`src/inc/mic_pkg.sv`:
```
package mic_pkg;

   localparam int unsigned MIC_DATA_W = 32;
   localparam int unsigned MIC_FLAG_W = 4;
   localparam int unsigned MIC_OFF_W  = 5;

   // register byte offsets
   localparam logic [MIC_OFF_W-1:0] MIC_OFF_FLAGS1 = 5'h00;
   localparam logic [MIC_OFF_W-1:0] MIC_OFF_FLAGS2 = 5'h04;
   localparam logic [MIC_OFF_W-1:0] MIC_OFF_FLAGS3 = 5'h08;
   localparam logic [MIC_OFF_W-1:0] MIC_OFF_MASK1  = 5'h0c;
   localparam logic [MIC_OFF_W-1:0] MIC_OFF_MASK2  = 5'h10;
   localparam logic [MIC_OFF_W-1:0] MIC_OFF_MASK3  = 5'h14;
   localparam logic [MIC_OFF_W-1:0] MIC_OFF_CTRL   = 5'h18;

   // system_control_one fields
   localparam int unsigned MIC_CTRL_EN_BIT  = 0;
   localparam int unsigned MIC_CTRL_SEL_BIT = 1;

   // request_flags_second fields
   localparam int unsigned MIC_F2_COMPARE = 0;
   localparam int unsigned MIC_F2_BLINK   = 1;
   localparam int unsigned MIC_F2_HZ32_8  = 2;
   localparam int unsigned MIC_F2_ONE_HZ  = 3;

   // request_flags_third fields
   localparam int unsigned MIC_F3_CNT_COMP = 0;
   localparam int unsigned MIC_F3_CNT_ZERO = 1;
   localparam int unsigned MIC_F3_MSC      = 2;
   localparam int unsigned MIC_F3_VLD      = 3;

   localparam logic [MIC_FLAG_W-1:0] MIC_FLAGS_RST = 4'h0;
   localparam logic [MIC_FLAG_W-1:0] MIC_FLAGS_ALL = 4'hf;

   localparam logic [1:0] MIC_RESP_OKAY   = 2'h0;
   localparam logic [1:0] MIC_RESP_SLVERR = 2'h2;

endpackage : mic_pkg

```
`src/core/mic_collector.sv`:
```
// Notes on behaviour
// - twelve request sources, each with its own mask bit gating latching
// - external sources: port A bits 3..0 and the compare input
// - internal sources: prescaler taps, millisecond, counter events, supply detector
// - supply detector and compare requests share one common request line
// - interrupt asserted only while a flag is set and global enable is one
// - flag set only on a rising source edge while its mask is one
// - reset clears every mask bit and the global enable
// - reading a flag register returns it, then clears that register
// - writing one clears a single flag; writing zero leaves it
// - no hardware priority among sources; software picks the order
// - requests during service stay latched and raise a new interrupt
// - an edge arriving while masked is discarded
// - latching depends on masks only, not on the global enable
// - entering halt forces the global enable to one
// - millisecond request picks tenth or one second; tenth after reset
//
// The register offsets and the AXI4-Lite interface to the registers were chosen for this implementation.
module mic_collector
   import mic_pkg::*;
#(
   parameter int unsigned ADDR_W = 5
)
(
   input  wire logic              aclk,
   input  wire logic              aresetn,
   input  wire logic [ADDR_W-1:0] awaddr,
   input  wire logic              awvalid,
   output      logic              awready,
   input  wire logic [31:0]       wdata,
   input  wire logic [3:0]        wstrb,
   input  wire logic              wvalid,
   output      logic              wready,
   output      logic [1:0]        bresp,
   output      logic              bvalid,
   input  wire logic              bready,
   input  wire logic [ADDR_W-1:0] araddr,
   input  wire logic              arvalid,
   output      logic              arready,
   output      logic [31:0]       rdata,
   output      logic [1:0]        rresp,
   output      logic              rvalid,
   input  wire logic              rready,
   input  wire logic [3:0]        port_a_inputs,
   input  wire logic              compare_input,
   input  wire logic              prescaler_one_hz_tap,
   input  wire logic              prescaler_blink_tap,
   input  wire logic              prescaler_hz32_8_tap,
   input  wire logic              msc_tenth_sec_event,
   input  wire logic              msc_one_sec_event,
   input  wire logic              counter_zero_event,
   input  wire logic              counter_compare_event,
   input  wire logic              supply_level_detector,
   input  wire logic              halt_mode,
   output      logic              global_irq_enable,
   output      logic              irq
);

   if (ADDR_W < MIC_OFF_W)
   begin : g_addr_check
      $error("mic_collector: ADDR_W too small for the register map");
   end

   ////////////////////////////////////////////////////////////////////////
   // state

   typedef struct packed {
      logic [3:0]        pa_meta;
      logic [3:0]        pa_sync;
      logic [3:0]        pa_prev;
      logic              cmp_meta;
      logic              cmp_sync;
      logic [3:0]        prev2;
      logic [3:0]        prev3;
      logic              halt_prev;
      logic [3:0]        flags1;
      logic [3:0]        flags2;
      logic [3:0]        flags3;
      logic [3:0]        mask1;
      logic [3:0]        mask2;
      logic [3:0]        mask3;
      logic              gie;
      logic              msc_sel;
      logic              aw_held;
      logic [ADDR_W-1:0] aw_addr;
      logic              w_held;
      logic [31:0]       w_data;
      logic [3:0]        w_strb;
      logic              bvalid;
      logic [1:0]        bresp;
      logic              rvalid;
      logic [31:0]       rdata;
      logic [1:0]        rresp;
   } mic_state_t;

   mic_state_t st;
   mic_state_t next_st;

   ////////////////////////////////////////////////////////////////////////
   // helpers

   function automatic logic mic_is(input logic [ADDR_W-1:0]    a,
                                   input logic [MIC_OFF_W-1:0] off);
      mic_is = (a == ADDR_W'(off));
   endfunction : mic_is

   function automatic logic mic_mapped(input logic [ADDR_W-1:0] a);
      mic_mapped = mic_is(a, MIC_OFF_FLAGS1) || mic_is(a, MIC_OFF_FLAGS2) ||
                   mic_is(a, MIC_OFF_FLAGS3) || mic_is(a, MIC_OFF_MASK1)  ||
                   mic_is(a, MIC_OFF_MASK2)  || mic_is(a, MIC_OFF_MASK3)  ||
                   mic_is(a, MIC_OFF_CTRL);
   endfunction : mic_mapped

   // set wins over clear
   function automatic logic [3:0] mic_update(input logic [3:0] flags,
                                             input logic [3:0] clr,
                                             input logic [3:0] set);
      mic_update = (flags & ~clr) | set;
   endfunction : mic_update

   function automatic logic [3:0] mic_clr(input logic              fire,
                                          input logic [ADDR_W-1:0] a,
                                          input logic [MIC_OFF_W-1:0] off,
                                          input logic [3:0]        bits);
      mic_clr = (fire && mic_is(a, off)) ? bits : MIC_FLAGS_RST;
   endfunction : mic_clr

   ////////////////////////////////////////////////////////////////////////
   // request sources and edge detection

   logic [3:0] raw2;
   logic [3:0] raw3;
   logic       msc_src;
   logic       shared_line;
   logic [3:0] set1;
   logic [3:0] set2;
   logic [3:0] set3;
   logic       wr_fire;
   logic       rd_fire;
   logic [3:0] wbits;
   logic [3:0] rclr1;
   logic [3:0] rclr2;
   logic [3:0] rclr3;
   logic [3:0] wclr1;
   logic [3:0] wclr2;
   logic [3:0] wclr3;
   logic       halt_rise;

   assign msc_src = st.msc_sel ? msc_one_sec_event
                               : msc_tenth_sec_event;

   always_comb
   begin
      raw2                 = '0;
      raw2[MIC_F2_COMPARE] = st.cmp_sync;
      raw2[MIC_F2_BLINK]   = prescaler_blink_tap;
      raw2[MIC_F2_HZ32_8]  = prescaler_hz32_8_tap;
      raw2[MIC_F2_ONE_HZ]  = prescaler_one_hz_tap;
      raw3                 = '0;
      raw3[MIC_F3_CNT_COMP] = counter_compare_event;
      raw3[MIC_F3_CNT_ZERO] = counter_zero_event;
      raw3[MIC_F3_MSC]      = msc_src;
      raw3[MIC_F3_VLD]      = supply_level_detector;
   end

   // rising edge and mask only; global enable plays no part
   assign set1 = st.pa_sync & ~st.pa_prev & st.mask1;
   assign set2 = raw2 & ~st.prev2 & st.mask2;
   assign set3 = raw3 & ~st.prev3 & st.mask3;

   ////////////////////////////////////////////////////////////////////////
   // bus decode

   assign awready = !st.aw_held;
   assign wready  = !st.w_held;
   assign arready = !st.rvalid;
   assign wr_fire = st.aw_held && st.w_held && !st.bvalid;
   assign rd_fire = arvalid && arready;
   assign wbits   = st.w_strb[0] ? st.w_data[3:0] : MIC_FLAGS_RST;

   assign rclr1 = mic_clr(rd_fire, araddr, MIC_OFF_FLAGS1, MIC_FLAGS_ALL);
   assign rclr2 = mic_clr(rd_fire, araddr, MIC_OFF_FLAGS2, MIC_FLAGS_ALL);
   assign rclr3 = mic_clr(rd_fire, araddr, MIC_OFF_FLAGS3, MIC_FLAGS_ALL);
   assign wclr1 = mic_clr(wr_fire, st.aw_addr, MIC_OFF_FLAGS1, wbits);
   assign wclr2 = mic_clr(wr_fire, st.aw_addr, MIC_OFF_FLAGS2, wbits);
   assign wclr3 = mic_clr(wr_fire, st.aw_addr, MIC_OFF_FLAGS3, wbits);

   assign halt_rise = halt_mode && !st.halt_prev;

   ////////////////////////////////////////////////////////////////////////
   // next state

   always_comb
   begin
      next_st = st;

      // two-stage synchronisers for pins
      next_st.pa_meta  = port_a_inputs;
      next_st.pa_sync  = st.pa_meta;
      next_st.pa_prev  = st.pa_sync;
      next_st.cmp_meta = compare_input;
      next_st.cmp_sync = st.cmp_meta;
      next_st.prev2    = raw2;
      next_st.prev3    = raw3;
      next_st.halt_prev = halt_mode;

      // flags stay latched until software clears them
      next_st.flags1 = mic_update(st.flags1, rclr1 | wclr1, set1);
      next_st.flags2 = mic_update(st.flags2, rclr2 | wclr2, set2);
      next_st.flags3 = mic_update(st.flags3, rclr3 | wclr3, set3);

      // write channel
      if (awvalid && awready)
      begin
         next_st.aw_held = 1'b1;
         next_st.aw_addr = awaddr;
      end
      if (wvalid && wready)
      begin
         next_st.w_held = 1'b1;
         next_st.w_data = wdata;
         next_st.w_strb = wstrb;
      end
      if (wr_fire)
      begin
         next_st.aw_held = 1'b0;
         next_st.w_held  = 1'b0;
         next_st.bvalid  = 1'b1;
         next_st.bresp   = mic_mapped(st.aw_addr) ? MIC_RESP_OKAY
                                                  : MIC_RESP_SLVERR;
         if (st.w_strb[0])
         begin
            if (mic_is(st.aw_addr, MIC_OFF_MASK1))
            begin
               next_st.mask1 = st.w_data[3:0];
            end
            if (mic_is(st.aw_addr, MIC_OFF_MASK2))
            begin
               next_st.mask2 = st.w_data[3:0];
            end
            if (mic_is(st.aw_addr, MIC_OFF_MASK3))
            begin
               next_st.mask3 = st.w_data[3:0];
            end
            if (mic_is(st.aw_addr, MIC_OFF_CTRL))
            begin
               next_st.gie     = st.w_data[MIC_CTRL_EN_BIT];
               next_st.msc_sel = st.w_data[MIC_CTRL_SEL_BIT];
            end
         end
      end
      else if (st.bvalid && bready)
      begin
         next_st.bvalid = 1'b0;
      end

      // halt entry overrides a software write in the same cycle
      if (halt_rise)
      begin
         next_st.gie = 1'b1;
      end

      // read channel
      if (rd_fire)
      begin
         next_st.rvalid = 1'b1;
         next_st.rresp  = mic_mapped(araddr) ? MIC_RESP_OKAY
                                             : MIC_RESP_SLVERR;
         next_st.rdata  = '0;
         if (mic_is(araddr, MIC_OFF_FLAGS1))
         begin
            next_st.rdata[3:0] = st.flags1;
         end
         if (mic_is(araddr, MIC_OFF_FLAGS2))
         begin
            next_st.rdata[3:0] = st.flags2;
         end
         if (mic_is(araddr, MIC_OFF_FLAGS3))
         begin
            next_st.rdata[3:0] = st.flags3;
         end
         if (mic_is(araddr, MIC_OFF_MASK1))
         begin
            next_st.rdata[3:0] = st.mask1;
         end
         if (mic_is(araddr, MIC_OFF_MASK2))
         begin
            next_st.rdata[3:0] = st.mask2;
         end
         if (mic_is(araddr, MIC_OFF_MASK3))
         begin
            next_st.rdata[3:0] = st.mask3;
         end
         if (mic_is(araddr, MIC_OFF_CTRL))
         begin
            next_st.rdata[MIC_CTRL_EN_BIT]  = st.gie;
            next_st.rdata[MIC_CTRL_SEL_BIT] = st.msc_sel;
         end
      end
      else if (st.rvalid && rready)
      begin
         next_st.rvalid = 1'b0;
      end
   end

   // all reset values are zero: masks, enable and select cleared
   always_ff @(posedge aclk)
   begin
      if (!aresetn)
      begin
         st <= '0;
      end
      else
      begin
         st <= next_st;
      end
   end

   ////////////////////////////////////////////////////////////////////////
   // outputs

   // compare and supply detector flags feed one common request line
   assign shared_line = st.flags2[MIC_F2_COMPARE] ||
                        st.flags3[MIC_F3_VLD];

   // plain OR of all flags, no priority
   assign irq = st.gie && (shared_line || (|st.flags1) ||
                (|st.flags2) || (|st.flags3));

   assign global_irq_enable = st.gie;
   assign bvalid = st.bvalid;
   assign bresp  = st.bresp;
   assign rvalid = st.rvalid;
   assign rdata  = st.rdata;
   assign rresp  = st.rresp;

   ////////////////////////////////////////////////////////////////////////
   // checks

   irq_gate_a : assert property (@(posedge aclk) disable iff (!aresetn)
      irq |-> st.gie && (|{st.flags1, st.flags2, st.flags3}))
      else $error("interrupt without enable or flag");

   masked_drop_a : assert property (@(posedge aclk)
      disable iff (!aresetn)
      (!st.mask1[0] && !st.flags1[0]) |=> !st.flags1[0])
      else $error("masked edge was latched");

   edge_latch_a : assert property (@(posedge aclk)
      disable iff (!aresetn)
      (st.mask1[0] && st.pa_sync[0] && !st.pa_prev[0]) |=> st.flags1[0])
      else $error("unmasked edge not latched");

   read_clear_a : assert property (@(posedge aclk)
      disable iff (!aresetn)
      (rd_fire && mic_is(araddr, MIC_OFF_FLAGS3) && set3 == 4'h0)
      |=> st.flags3 == 4'h0 && st.rdata[3:0] == $past(st.flags3))
      else $error("read did not return and clear flags");

   halt_enable_a : assert property (@(posedge aclk)
      disable iff (!aresetn)
      halt_rise |=> st.gie ##0 global_irq_enable)
      else $error("halt entry did not set enable");

   reset_clear_a : assert property (@(posedge aclk)
      !aresetn |=> st.mask1 == 4'h0 && st.mask2 == 4'h0 &&
      st.mask3 == 4'h0 && !st.gie && !st.msc_sel && !irq)
      else $error("reset left masks or enable set");

   set_wins_a : assert property (@(posedge aclk)
      disable iff (!aresetn)
      (|set3) |=> (st.flags3 & $past(set3)) == $past(set3))
      else $error("new request lost on clear");

   w1c_keep_a : assert property (@(posedge aclk)
      disable iff (!aresetn)
      (wr_fire && mic_is(st.aw_addr, MIC_OFF_FLAGS2) && set2 == 4'h0 &&
       !rd_fire)
      |=> st.flags2 == ($past(st.flags2) & ~$past(wbits)))
      else $error("write-one clear wrong");

   read_answer_a : assert property (@(posedge aclk)
      disable iff (!aresetn)
      rd_fire |=> rvalid)
      else $error("read answer missing");

   read_hold_a : assert property (@(posedge aclk)
      disable iff (!aresetn)
      (rvalid && !rready) |=> rvalid && $stable(rdata) && $stable(rresp))
      else $error("read answer dropped before taken");

endmodule : mic_collector

```
`config.mk`:
```
export PLATFORM = sky130hd
export DESIGN_NAME = mic_collector
export DESIGN_NICKNAME = d
export VERILOG_FILES = /design/src/inc/mic_pkg.sv /design/src/core/mic_collector.sv
export SDC_FILE = /design/constraint.sdc
export NUM_CORES = 1
export LEC_CHECK = 0
export BUFFER_PORTS_ARGS = -buffer_cell sky130_fd_sc_hd__buf_2
export CORE_UTILIZATION = 45
export CTS_CLUSTER_SIZE = 16
export DETAILED_ROUTE_END_ITERATION = 10
export PLACE_DENSITY = 0.76
export SLEW_MARGIN = 25
export SYNTH_ARGS = -nofsm -noshare
export SYNTH_HDL_FRONTEND = slang
export SYNTH_SLANG_ARGS = --single-unit
```
`constraint.sdc`:
```
create_clock -name aclk -period 1.4 [get_ports aclk]
set_input_delay 0.35 -clock aclk [delete_from_list [all_inputs] [get_ports aclk]]
set_output_delay 0.35 -clock aclk [all_outputs]
set_load 0.05 [all_outputs]
```
==> results of run 1 <==
[final cells by class]
class | count | area (µm²) | share of cell area [%]
clock buffers | 11 | 163 | 4.01
well taps | 80 | 100 | 2.47
multi-input cells | 221 | 1620 | 40.0
flip-flops and latches | 69 | 1400 | 34.6
clock inverters | 5 | 78.8 | 1.94
inverters | 8 | 33.8 | 0.833
repair buffers | 90 | 653 | 16.1
[critical path: cells and delay by family (launching register included)]
family | cells | cell delay [ns]
simple gates | 1 | 0.30
compound gates | 1 | 0.08
buf+inv | 2 | 0.33
flops | 1 | 0.34
[stage by stage]
stage | TNS (ns) | hold slack, ns | setup WS [ns] | area [µm²] | std cells
3_3_place_gp | -1.65 | 0.414 | -0.112 | 3610 | 465
2_1_floorplan | -0.288 | 0.412 | -0.102 | 3290 | 348
4_1_cts | -1.48 | 0.188 | -0.307 | 3990 | 484
5_1_grt | -3.50 | 0.186 | -0.410 | 4060 | 484
6_report | -1.72 | 0.209 | -0.349 | 4060 | 484
3_5_place_dp | -2.81 | 0.418 | -0.149 | 3610 | 465
[power by group through the flow]
stage          registers [µW]  clock network, µW  logic (µW)
6_report                 2090               1890         703
5_1_grt                  2100               2040         751
4_1_cts                  2090               1940         686
3_5_place_dp             2130                  0         650
3_3_place_gp             2120                  0         639
2_1_floorplan            2140                  0         528
[worst max-delay path by stage]
stage,start,end,cells after the start
finish,st[102],irq,4
floorplan,bvalid,global_irq_enable,4
CTS,st[106],irq,4
global route,st[102],irq,4
global placement,araddr[2],rdata[1],6
detailed placement,araddr[2],rdata[1],6
[per-layer routing]
metal  wire [µm]  GRT usage (%)  share of wire [%]
met5           0              0                  0
met4          58           5.61               0.86
met3         422           7.70                6.3
met2        3310           33.2                 49
met1        2910           23.5                 43
[Yosys cell counts (all sizes together) (6+ instances only)]
library cell / instances
dfxtp: 69
buf: 40
nor2b: 35
mux2i: 24
and2: 23
nand3: 17
o21ai: 14
clkbuf: 10
nor2: 9
a32o: 8
inv: 8
nand2: 8
and3: 7
nor4: 6
[sequential cells by signal, indices dropped and copies added (netlist names)]
register / count
rdata: 4
global_irq_enable: 1
bvalid: 1
next_st: 10
bresp: 1
rvalid: 1
rresp: 1
st: 50
[kinds of logic (layout without fill, tap and decap cells)]
logic type	count (synthesis)	after routing	share of synthesized area [%]
buffers and inverters	58	114	11.4
AO/OA/AOI/OAI	39	39	8.83
flip-flops	69	69	43.9
AND/OR/NAND/NOR	124	124	25.6
other	1	30	0.119
multiplexers	28	28	10.1
[timing repair]
action                                  4_1_cts  5_1_grt
buffers inserted                              3        0
resized for setup                            30       21
pin swaps                                    17       11
hold buffers                                  0        0
endpoints found under the setup margin       30       32
==> impl_results.html, run 1 <==
<table>
<tr><th>Metric</th><th>Value</th></tr>
<tr><th colspan="2">Timing</th></tr>
<tr><td>Worst setup margin</td><td>-0.349 ns</td></tr>
<tr><td>Count of pins over their slew limit</td><td>0</td></tr>
<tr><td>RSZ-0062 raised after global routing</td><td>true</td></tr>
<tr><td>Final Cycle Share</td><td>125%</td></tr>
<tr><td>Count of final setup violators</td><td>22</td></tr>
<tr><td>Max frequency</td><td>572 MHz</td></tr>
<tr><td>Final hold violation count</td><td>0</td></tr>
<tr><td>Final worst clock skew</td><td>0.00625 ns</td></tr>
<tr><td>Fin crit period</td><td>1.75 ns</td></tr>
<tr><th colspan="2">Drt</th></tr>
<tr><td>Antenna-violating nets left</td><td>0</td></tr>
<tr><td>Via count</td><td>2465</td></tr>
<tr><td>Iteration count of the initial detailed-routing pass</td><td>4</td></tr>
<tr><td>Vias per Instance</td><td>5.09</td></tr>
<tr><td>Average detailed-routed wire length per instance</td><td>between 10 and 15 µm</td></tr>
<tr><td>DRC violations left</td><td>0</td></tr>
<tr><td>Number of DRC markers in iteration 0</td><td>approximately 140</td></tr>
<tr><td>Total wire length after detailed routing</td><td>around 6700 µm</td></tr>
<tr><th colspan="2">Place</th></tr>
<tr><td>Final RePlAce weighted congestion</td><td>0.883</td></tr>
<tr><td>HPWL after DPL</td><td>4720 µm</td></tr>
<tr><td>Count of buffers inserted at the top-level ports</td><td>48</td></tr>
<tr><th colspan="2">Global routing</th></tr>
<tr><td>Global router's overall resource usage</td><td>between 10% and 20%</td></tr>
<tr><td>Via count of the first global-routing pass</td><td>~2.3k</td></tr>
<tr><td>Wire length of the first global-routing pass</td><td>11100 µm</td></tr>
<tr><td>Pin count of the biggest net entering global routing</td><td>34</td></tr>
<tr><td>Antenna violations before repair</td><td>0</td></tr>
<tr><td>Overall overflow remaining after global route</td><td>0</td></tr>
<tr><th colspan="2">Floorplanning</th></tr>
<tr><td>Starting Density</td><td>roughly 47%</td></tr>
<tr><td>Placeable core region</td><td>6760 µm²</td></tr>
<tr><td>Die width</td><td>85.6 µm</td></tr>
<tr><td>Chip Height</td><td>85.6 µm</td></tr>
<tr><td>Die Outline Area</td><td>approximately 7300 µm²</td></tr>
<tr><td>Number of rows created at floorplan</td><td>30</td></tr>
<tr><td>Number of placed I/O pins</td><td>110</td></tr>
<tr><th colspan="2">Worst setup path</th></tr>
<tr><td>Maximum fanout encountered on the critical timing path</td><td>3</td></tr>
<tr><td>Slowest library cell on the worst path</td><td>dfxtp_2</td></tr>
<tr><td>Cell depth of the worst flop-to-flop path</td><td>4</td></tr>
<tr><td>Maximum single-stage delay on the critical path</td><td>between 0.3 and 0.4 ns</td></tr>
<tr><td>Critical setup path kind</td><td>flip-flop to primary output</td></tr>
<tr><td>Setup slack of the worst register-to-register path</td><td>-0.12 ns</td></tr>
<tr><td>Crit path cell chain</td><td>nor4_2 -&gt; buf_4 -&gt; a31oi_4 -&gt; buf_6</td></tr>
<tr><td>Element type at the critical path start</td><td>flip-flop</td></tr>
<tr><td>Worst R2R Start</td><td>st[76]</td></tr>
<tr><td>Reg-to-reg critical path endpoint</td><td>st[105]</td></tr>
<tr><td>Setup crit end kind</td><td>primary output</td></tr>
<tr><td>Critical path arrival</td><td>1.40 ns</td></tr>
<tr><td>Crit path required time</td><td>around 1.1 ns</td></tr>
<tr><th colspan="2">Pwr</th></tr>
<tr><td>Leakage power</td><td>between 0.0015 and 0.002 µW</td></tr>
<tr><td>Share of total power in combinational logic</td><td>~15%</td></tr>
<tr><td>Highest ir drop seen on vdd</td><td>between 600 and 700 µV</td></tr>
<tr><td>Fraction of power consumed by sequential logic</td><td>44.6%</td></tr>
<tr><td>Net switching power</td><td>approximately 1300 µW</td></tr>
<tr><td>Pwr Total</td><td>approximately 4700 µW</td></tr>
<tr><td>Internal power contribution</td><td>3430 µW</td></tr>
<tr><td>Net Sw Frac</td><td>a little over a quarter</td></tr>
<tr><td>Clock network fraction of design power</td><td>40.3%</td></tr>
<tr><td>Total power per unit cell area</td><td>1150 nW/µm²</td></tr>
<tr><th colspan="2">Logic synthesis</th></tr>
<tr><td>Share of async-settable or async-resettable flops after synthesis</td><td>0%</td></tr>
<tr><td>Area fraction of the dominant cell type after synthesis</td><td>between 40% and 50%</td></tr>
<tr><td>Post-Synthesis Mean Instance Area</td><td>between 9 and 10 µm²</td></tr>
<tr><td>Number of synthesized register bits</td><td>between 60 and 70</td></tr>
<tr><td>Proportion of synthesized chip area in sequential cells</td><td>a little over two fifths</td></tr>
<tr><td>Post-synthesis cell count</td><td>roughly 320</td></tr>
<tr><td>Cell types occupying the most area after synthesis</td><td>dfxtp_1 (44%), buf_4 (8.6%), mux2i_1 (7.6%)</td></tr>
<tr><td>Cell type contributing the most total cell area after synthesis</td><td>dfxtp_1</td></tr>
<tr><td>Cell area after technology mapping</td><td>around 3100 µm²</td></tr>
<tr><td>Number of enable flip-flop cells after synthesis</td><td>0</td></tr>
<tr><td>Unique cell type count in the Yosys netlist</td><td>between 40 and 50</td></tr>
<tr><td>Predominant post-synthesis flop cell</td><td>dfxtp_1</td></tr>
<tr><td>YS warnings</td><td>0</td></tr>
<tr><th colspan="2">Layout</th></tr>
<tr><td>Highest-count cells in the layout ignoring fill and taps</td><td>dfxtp_1 (55), buf_2 (42), nor2b_1 (35)</td></tr>
<tr><td>Number of nets in the finished design</td><td>about 470</td></tr>
<tr><td>Share of cells above drive strength 1</td><td>37.6%</td></tr>
<tr><td>Signed area change from the synthesized netlist to the final layout</td><td>28.9%</td></tr>
<tr><td>Util after Layout</td><td>roughly 60%</td></tr>
<tr><td>Layout filler cell count</td><td>approximately 550</td></tr>
<tr><td>Number of inserted diodes</td><td>0</td></tr>
<tr><td>Most common cell after layout, fill and taps aside</td><td>dfxtp_1</td></tr>
<tr><th colspan="2">Hold path</th></tr>
<tr><td>Hold Path Origin</td><td>port_a_inputs[2]</td></tr>
<tr><td>Number of cells traversed by the worst hold path</td><td>2</td></tr>
<tr><td>End of the worst hold path</td><td>next_st[124]</td></tr>
<tr><td>Path class of the lowest-slack min-delay path</td><td>primary input to flip-flop</td></tr>
<tr><th colspan="2">Clock tree</th></tr>
<tr><td>Clk Latency, worst-skew pair</td><td>0.34 ns</td></tr>
<tr><td>Clock Path Buffers</td><td>2</td></tr>
<tr><td>Level count of the clock H-tree</td><td>3</td></tr>
<tr><td>Inserted Clock Buffers</td><td>9</td></tr>
<tr><td>Clock tree root driver cell</td><td>clkbuf_8</td></tr>
<tr><td>Clock Pin Slew Worst Setup and Hold Paths</td><td>0.07 ns</td></tr>
<tr><td>Number of clock sinks seen by CTS</td><td>69</td></tr>
<tr><td>Clock tree from TritonCTS</td><td>yes</td></tr>
<tr><th colspan="2">Run</th></tr>
<tr><td>Maximum Capacitance Violations</td><td>0</td></tr>
<tr><th colspan="2">Status</th></tr>
<tr><td>Failing checks</td><td>setup timing</td></tr>
<tr><td>Result of the run</td><td>finished with violations</td></tr>
</table>
(Power assumes the default switching activity.)
==> run 2: changes to the inputs <==
--- a/config.mk
+++ b/config.mk
@@ -6,6 +6,7 @@
 export NUM_CORES = 1
 export LEC_CHECK = 0
 export BUFFER_PORTS_ARGS = -buffer_cell sky130_fd_sc_hd__buf_2
+export CORE_ASPECT_RATIO = 0.7
 export CORE_UTILIZATION = 45
 export CTS_CLUSTER_SIZE = 16
 export DETAILED_ROUTE_END_ITERATION = 10
==> run 2 against run 1 <==
- the run ends with DRC, setup timing left
- final area is 0.83% higher
- maximum frequency is 1.3% higher
- first-iteration DRC count is 10% higher
- global-route usage is 0.97 points higher
- setup slack better by 0.022 ns
- sequential cell count stayed put
- sequential power hardly changed
- worst hold slack worse by 0.0052 ns
==> impl_results.html, run 2 (synthesis gave the netlist of run 1 again) <==
<table>
<tr><th>Metric</th><th>Value</th></tr>
<tr><th colspan="2">Global routing</th></tr>
<tr><td>Via count of the first global-routing pass</td><td>2322 (-0.60%)</td></tr>
<tr><td>Overall overflow remaining after global route</td><td>0 (unchanged)</td></tr>
<tr><td>Wire length of the first global-routing pass</td><td>11300 µm (+1.9%)</td></tr>
<tr><td>Antenna violations before repair</td><td>0 (unchanged)</td></tr>
<tr><td>Pin count of the biggest net entering global routing</td><td>38 (+12%)</td></tr>
<tr><td>Global router's overall resource usage</td><td>20.7% (+0.97 points)</td></tr>
<tr><th colspan="2">Place</th></tr>
<tr><td>Post-Place Worst Slack</td><td>-0.159 ns (-0.00980 ns)</td></tr>
<tr><td>HPWL after DPL</td><td>4960 µm (+5.1%)</td></tr>
<tr><td>Final RePlAce weighted congestion</td><td>0.841 (-4.7%)</td></tr>
<tr><td>Count of buffers inserted at the top-level ports</td><td>48 (unchanged)</td></tr>
<tr><td>Number of cells in the design after placement</td><td>484 (+4.1%)</td></tr>
<tr><th colspan="2">Timing</th></tr>
<tr><td>Final hold violation count</td><td>0 (unchanged)</td></tr>
<tr><td>Final worst clock skew</td><td>0.00594 ns (-0.000310 ns)</td></tr>
<tr><td>Max frequency</td><td>579 MHz (+1.3%)</td></tr>
<tr><td>Worst setup margin</td><td>-0.327 ns (+0.0222 ns)</td></tr>
<tr><td>Count of pins over their slew limit</td><td>0 (unchanged)</td></tr>
<tr><td>Count of final setup violators</td><td>26 (+18%)</td></tr>
<tr><td>Fin crit period</td><td>1.73 ns (-0.0222 ns)</td></tr>
<tr><td>RSZ-0062 raised after global routing</td><td>true</td></tr>
<tr><td>Setup TNS Final</td><td>-1.51 ns (+0.217 ns)</td></tr>
<tr><td>Final Cycle Share</td><td>123% (-1.6 points)</td></tr>
<tr><th colspan="2">Layout</th></tr>
<tr><td>Cell Count, Final, Fillers Out</td><td>507 (+4.8%)</td></tr>
<tr><td>Number of flip-flops under the largest register name</td><td>50 (unchanged)</td></tr>
<tr><td>Number of nets in the finished design</td><td>475 (+1.9%)</td></tr>
<tr><td>Most common cell after layout, fill and taps aside</td><td>dfxtp_1</td></tr>
<tr><td>Number of inserted diodes</td><td>0 (unchanged)</td></tr>
<tr><td>Highest-count cells in the layout ignoring fill and taps</td><td>dfxtp_1 (56), buf_2 (43), buf_4 (42)</td></tr>
<tr><td>Signed area change from the synthesized netlist to the final layout</td><td>30.0%</td></tr>
<tr><td>Share of cells above drive strength 1</td><td>38.0% (+0.39 points)</td></tr>
<tr><td>Register with the highest flop count</td><td>st</td></tr>
<tr><th colspan="2">Pwr</th></tr>
<tr><td>Total power per unit cell area</td><td>1070 nW/µm² (-7.7%)</td></tr>
<tr><td>Highest ir drop seen on vdd</td><td>718 µV (+7.6%)</td></tr>
<tr><td>Leakage power</td><td>0.00173 µW (+2.2%)</td></tr>
<tr><td>Pwr Total</td><td>4360 µW (-6.9%)</td></tr>
<tr><th colspan="2">Floorplanning</th></tr>
<tr><td>Placeable core region</td><td>6760 µm² (unchanged)</td></tr>
<tr><td>Number of placed I/O pins</td><td>110 (unchanged)</td></tr>
<tr><td>Die width</td><td>102 µm (+19%)</td></tr>
<tr><td>Starting Density</td><td>46.6% (unchanged)</td></tr>
<tr><td>Chip Height</td><td>72.0 µm (-16%)</td></tr>
<tr><td>Number of rows created at floorplan</td><td>25 (-17%)</td></tr>
<tr><td>Die Outline Area</td><td>7330 µm² (about the same)</td></tr>
<tr><th colspan="2">Worst setup path</th></tr>
<tr><td>Setup crit end kind</td><td>primary output</td></tr>
<tr><td>Critical path arrival</td><td>1.38 ns (-0.02 ns)</td></tr>
<tr><td>Element type at the critical path start</td><td>flip-flop</td></tr>
<tr><td>Crit path required time</td><td>1.05 ns (about the same)</td></tr>
<tr><td>Maximum fanout encountered on the critical timing path</td><td>2 (-1)</td></tr>
<tr><td>Critical setup path kind</td><td>flip-flop to primary output</td></tr>
<tr><th colspan="2">Drt</th></tr>
<tr><td>Average detailed-routed wire length per instance</td><td>13.8 µm (-0.49%)</td></tr>
<tr><td>Iteration count of the initial detailed-routing pass</td><td>7 (+3)</td></tr>
<tr><td>Number of DRC markers in iteration 0</td><td>150 (+10%)</td></tr>
<tr><td>Antenna-violating nets left</td><td>0 (unchanged)</td></tr>
<tr><td>Via count</td><td>2466 (+0.041%)</td></tr>
<tr><td>DRC violations left</td><td>2 (+2)</td></tr>
<tr><td>Total wire length after detailed routing</td><td>6990 µm (+4.2%)</td></tr>
<tr><td>Vias per Instance</td><td>4.86 (-4.5%)</td></tr>
<tr><th colspan="2">Clock tree</th></tr>
<tr><td>Clock Pin Slew Worst Setup and Hold Paths</td><td>0.08 ns (about the same)</td></tr>
<tr><td>Number of clock sinks seen by CTS</td><td>69 (unchanged)</td></tr>
<tr><td>Clk Latency, worst-skew pair</td><td>0.34 ns (about the same)</td></tr>
<tr><td>Clock tree from TritonCTS</td><td>yes</td></tr>
<tr><td>Number of buffers added to fix hold violations after cts</td><td>0 (unchanged)</td></tr>
<tr><td>Inserted Clock Buffers</td><td>9 (unchanged)</td></tr>
<tr><td>Clock Path Buffers</td><td>2 (unchanged)</td></tr>
<tr><td>Clock tree root driver cell</td><td>clkbuf_8</td></tr>
<tr><td>Level count of the clock H-tree</td><td>3 (unchanged)</td></tr>
<tr><th colspan="2">Status</th></tr>
<tr><td>Result of the run</td><td>finished with violations</td></tr>
<tr><td>Failing checks</td><td>DRC, setup timing</td></tr>
<tr><th colspan="2">Hold path</th></tr>
<tr><td>Path class of the lowest-slack min-delay path</td><td>primary input to flip-flop</td></tr>
<tr><th colspan="2">Run</th></tr>
<tr><td>Maximum Capacitance Violations</td><td>0 (unchanged)</td></tr>
</table>
-- run 2: layout make-up --
cell class,instances,area (µm²)
tap,94,118
inverter,8,38.8
fill,585,2670
clock buffer,11,151
clock inverter,5,41.3
timing repair buffer,99,704
sequential,69,1400
multi-input combinational,221,1630
-- run 2: power breakdown --
part	internal [µW]	switching, µW	leakage, µW
sequential	2030	56.2	0.000570
combinational	253	465	0.00107
clock	758	795	0.0000930
total	3040	1320	0.00173
-- run 2: stage by stage --
| step | hold slack [ns] | cell area, µm² | util (%) |
|---|---|---|---|
| 2_1_floorplan | 0.412 | 3290 | - |
| 3_3_place_gp | 0.415 | 3650 | 54.1 |
| 3_5_place_dp | 0.419 | 3650 | 54.1 |
| 4_1_cts | 0.188 | 3990 | 59.0 |
| 5_1_grt | 0.181 | 4090 | 60.5 |
| 6_report | 0.204 | 4090 | 60.5 |
-- run 2: path summary, 6_finish.rpt --
kind                  from            to  slack (ns)  depth (start not counted)
max reg2reg         st[79]       st[104]       -0.11                          4
min          compare_input  next_st[116]        0.20                          2
max                st[106]           irq       -0.33                          4
min reg2reg   next_st[122]  next_st[118]        0.44                          1
-- run 2: routing by layer --
metal	global-route usage, %	up-vias	share of wire, %
li1	-	1220	-
met2	31.5	94	44
met4	5.40	0	1.0
met3	7.90	7	7.0
met5	0	-	0
met1	27.8	1145	48
-- run 2: timing repair --
action                                  in CTS  in global routing
resized for setup                           35                 20
endpoints found under the setup margin      30                 31
pin swaps                                   25                  7
setup buffers                                4                  3
-- run 2: worst max-delay path, cell delays in order (launching register included) --
cell and delay (ns):
dfxtp_2 0.34, nor4_4 0.28, buf_4 0.16, a31oi_4 0.09, buf_6 0.16
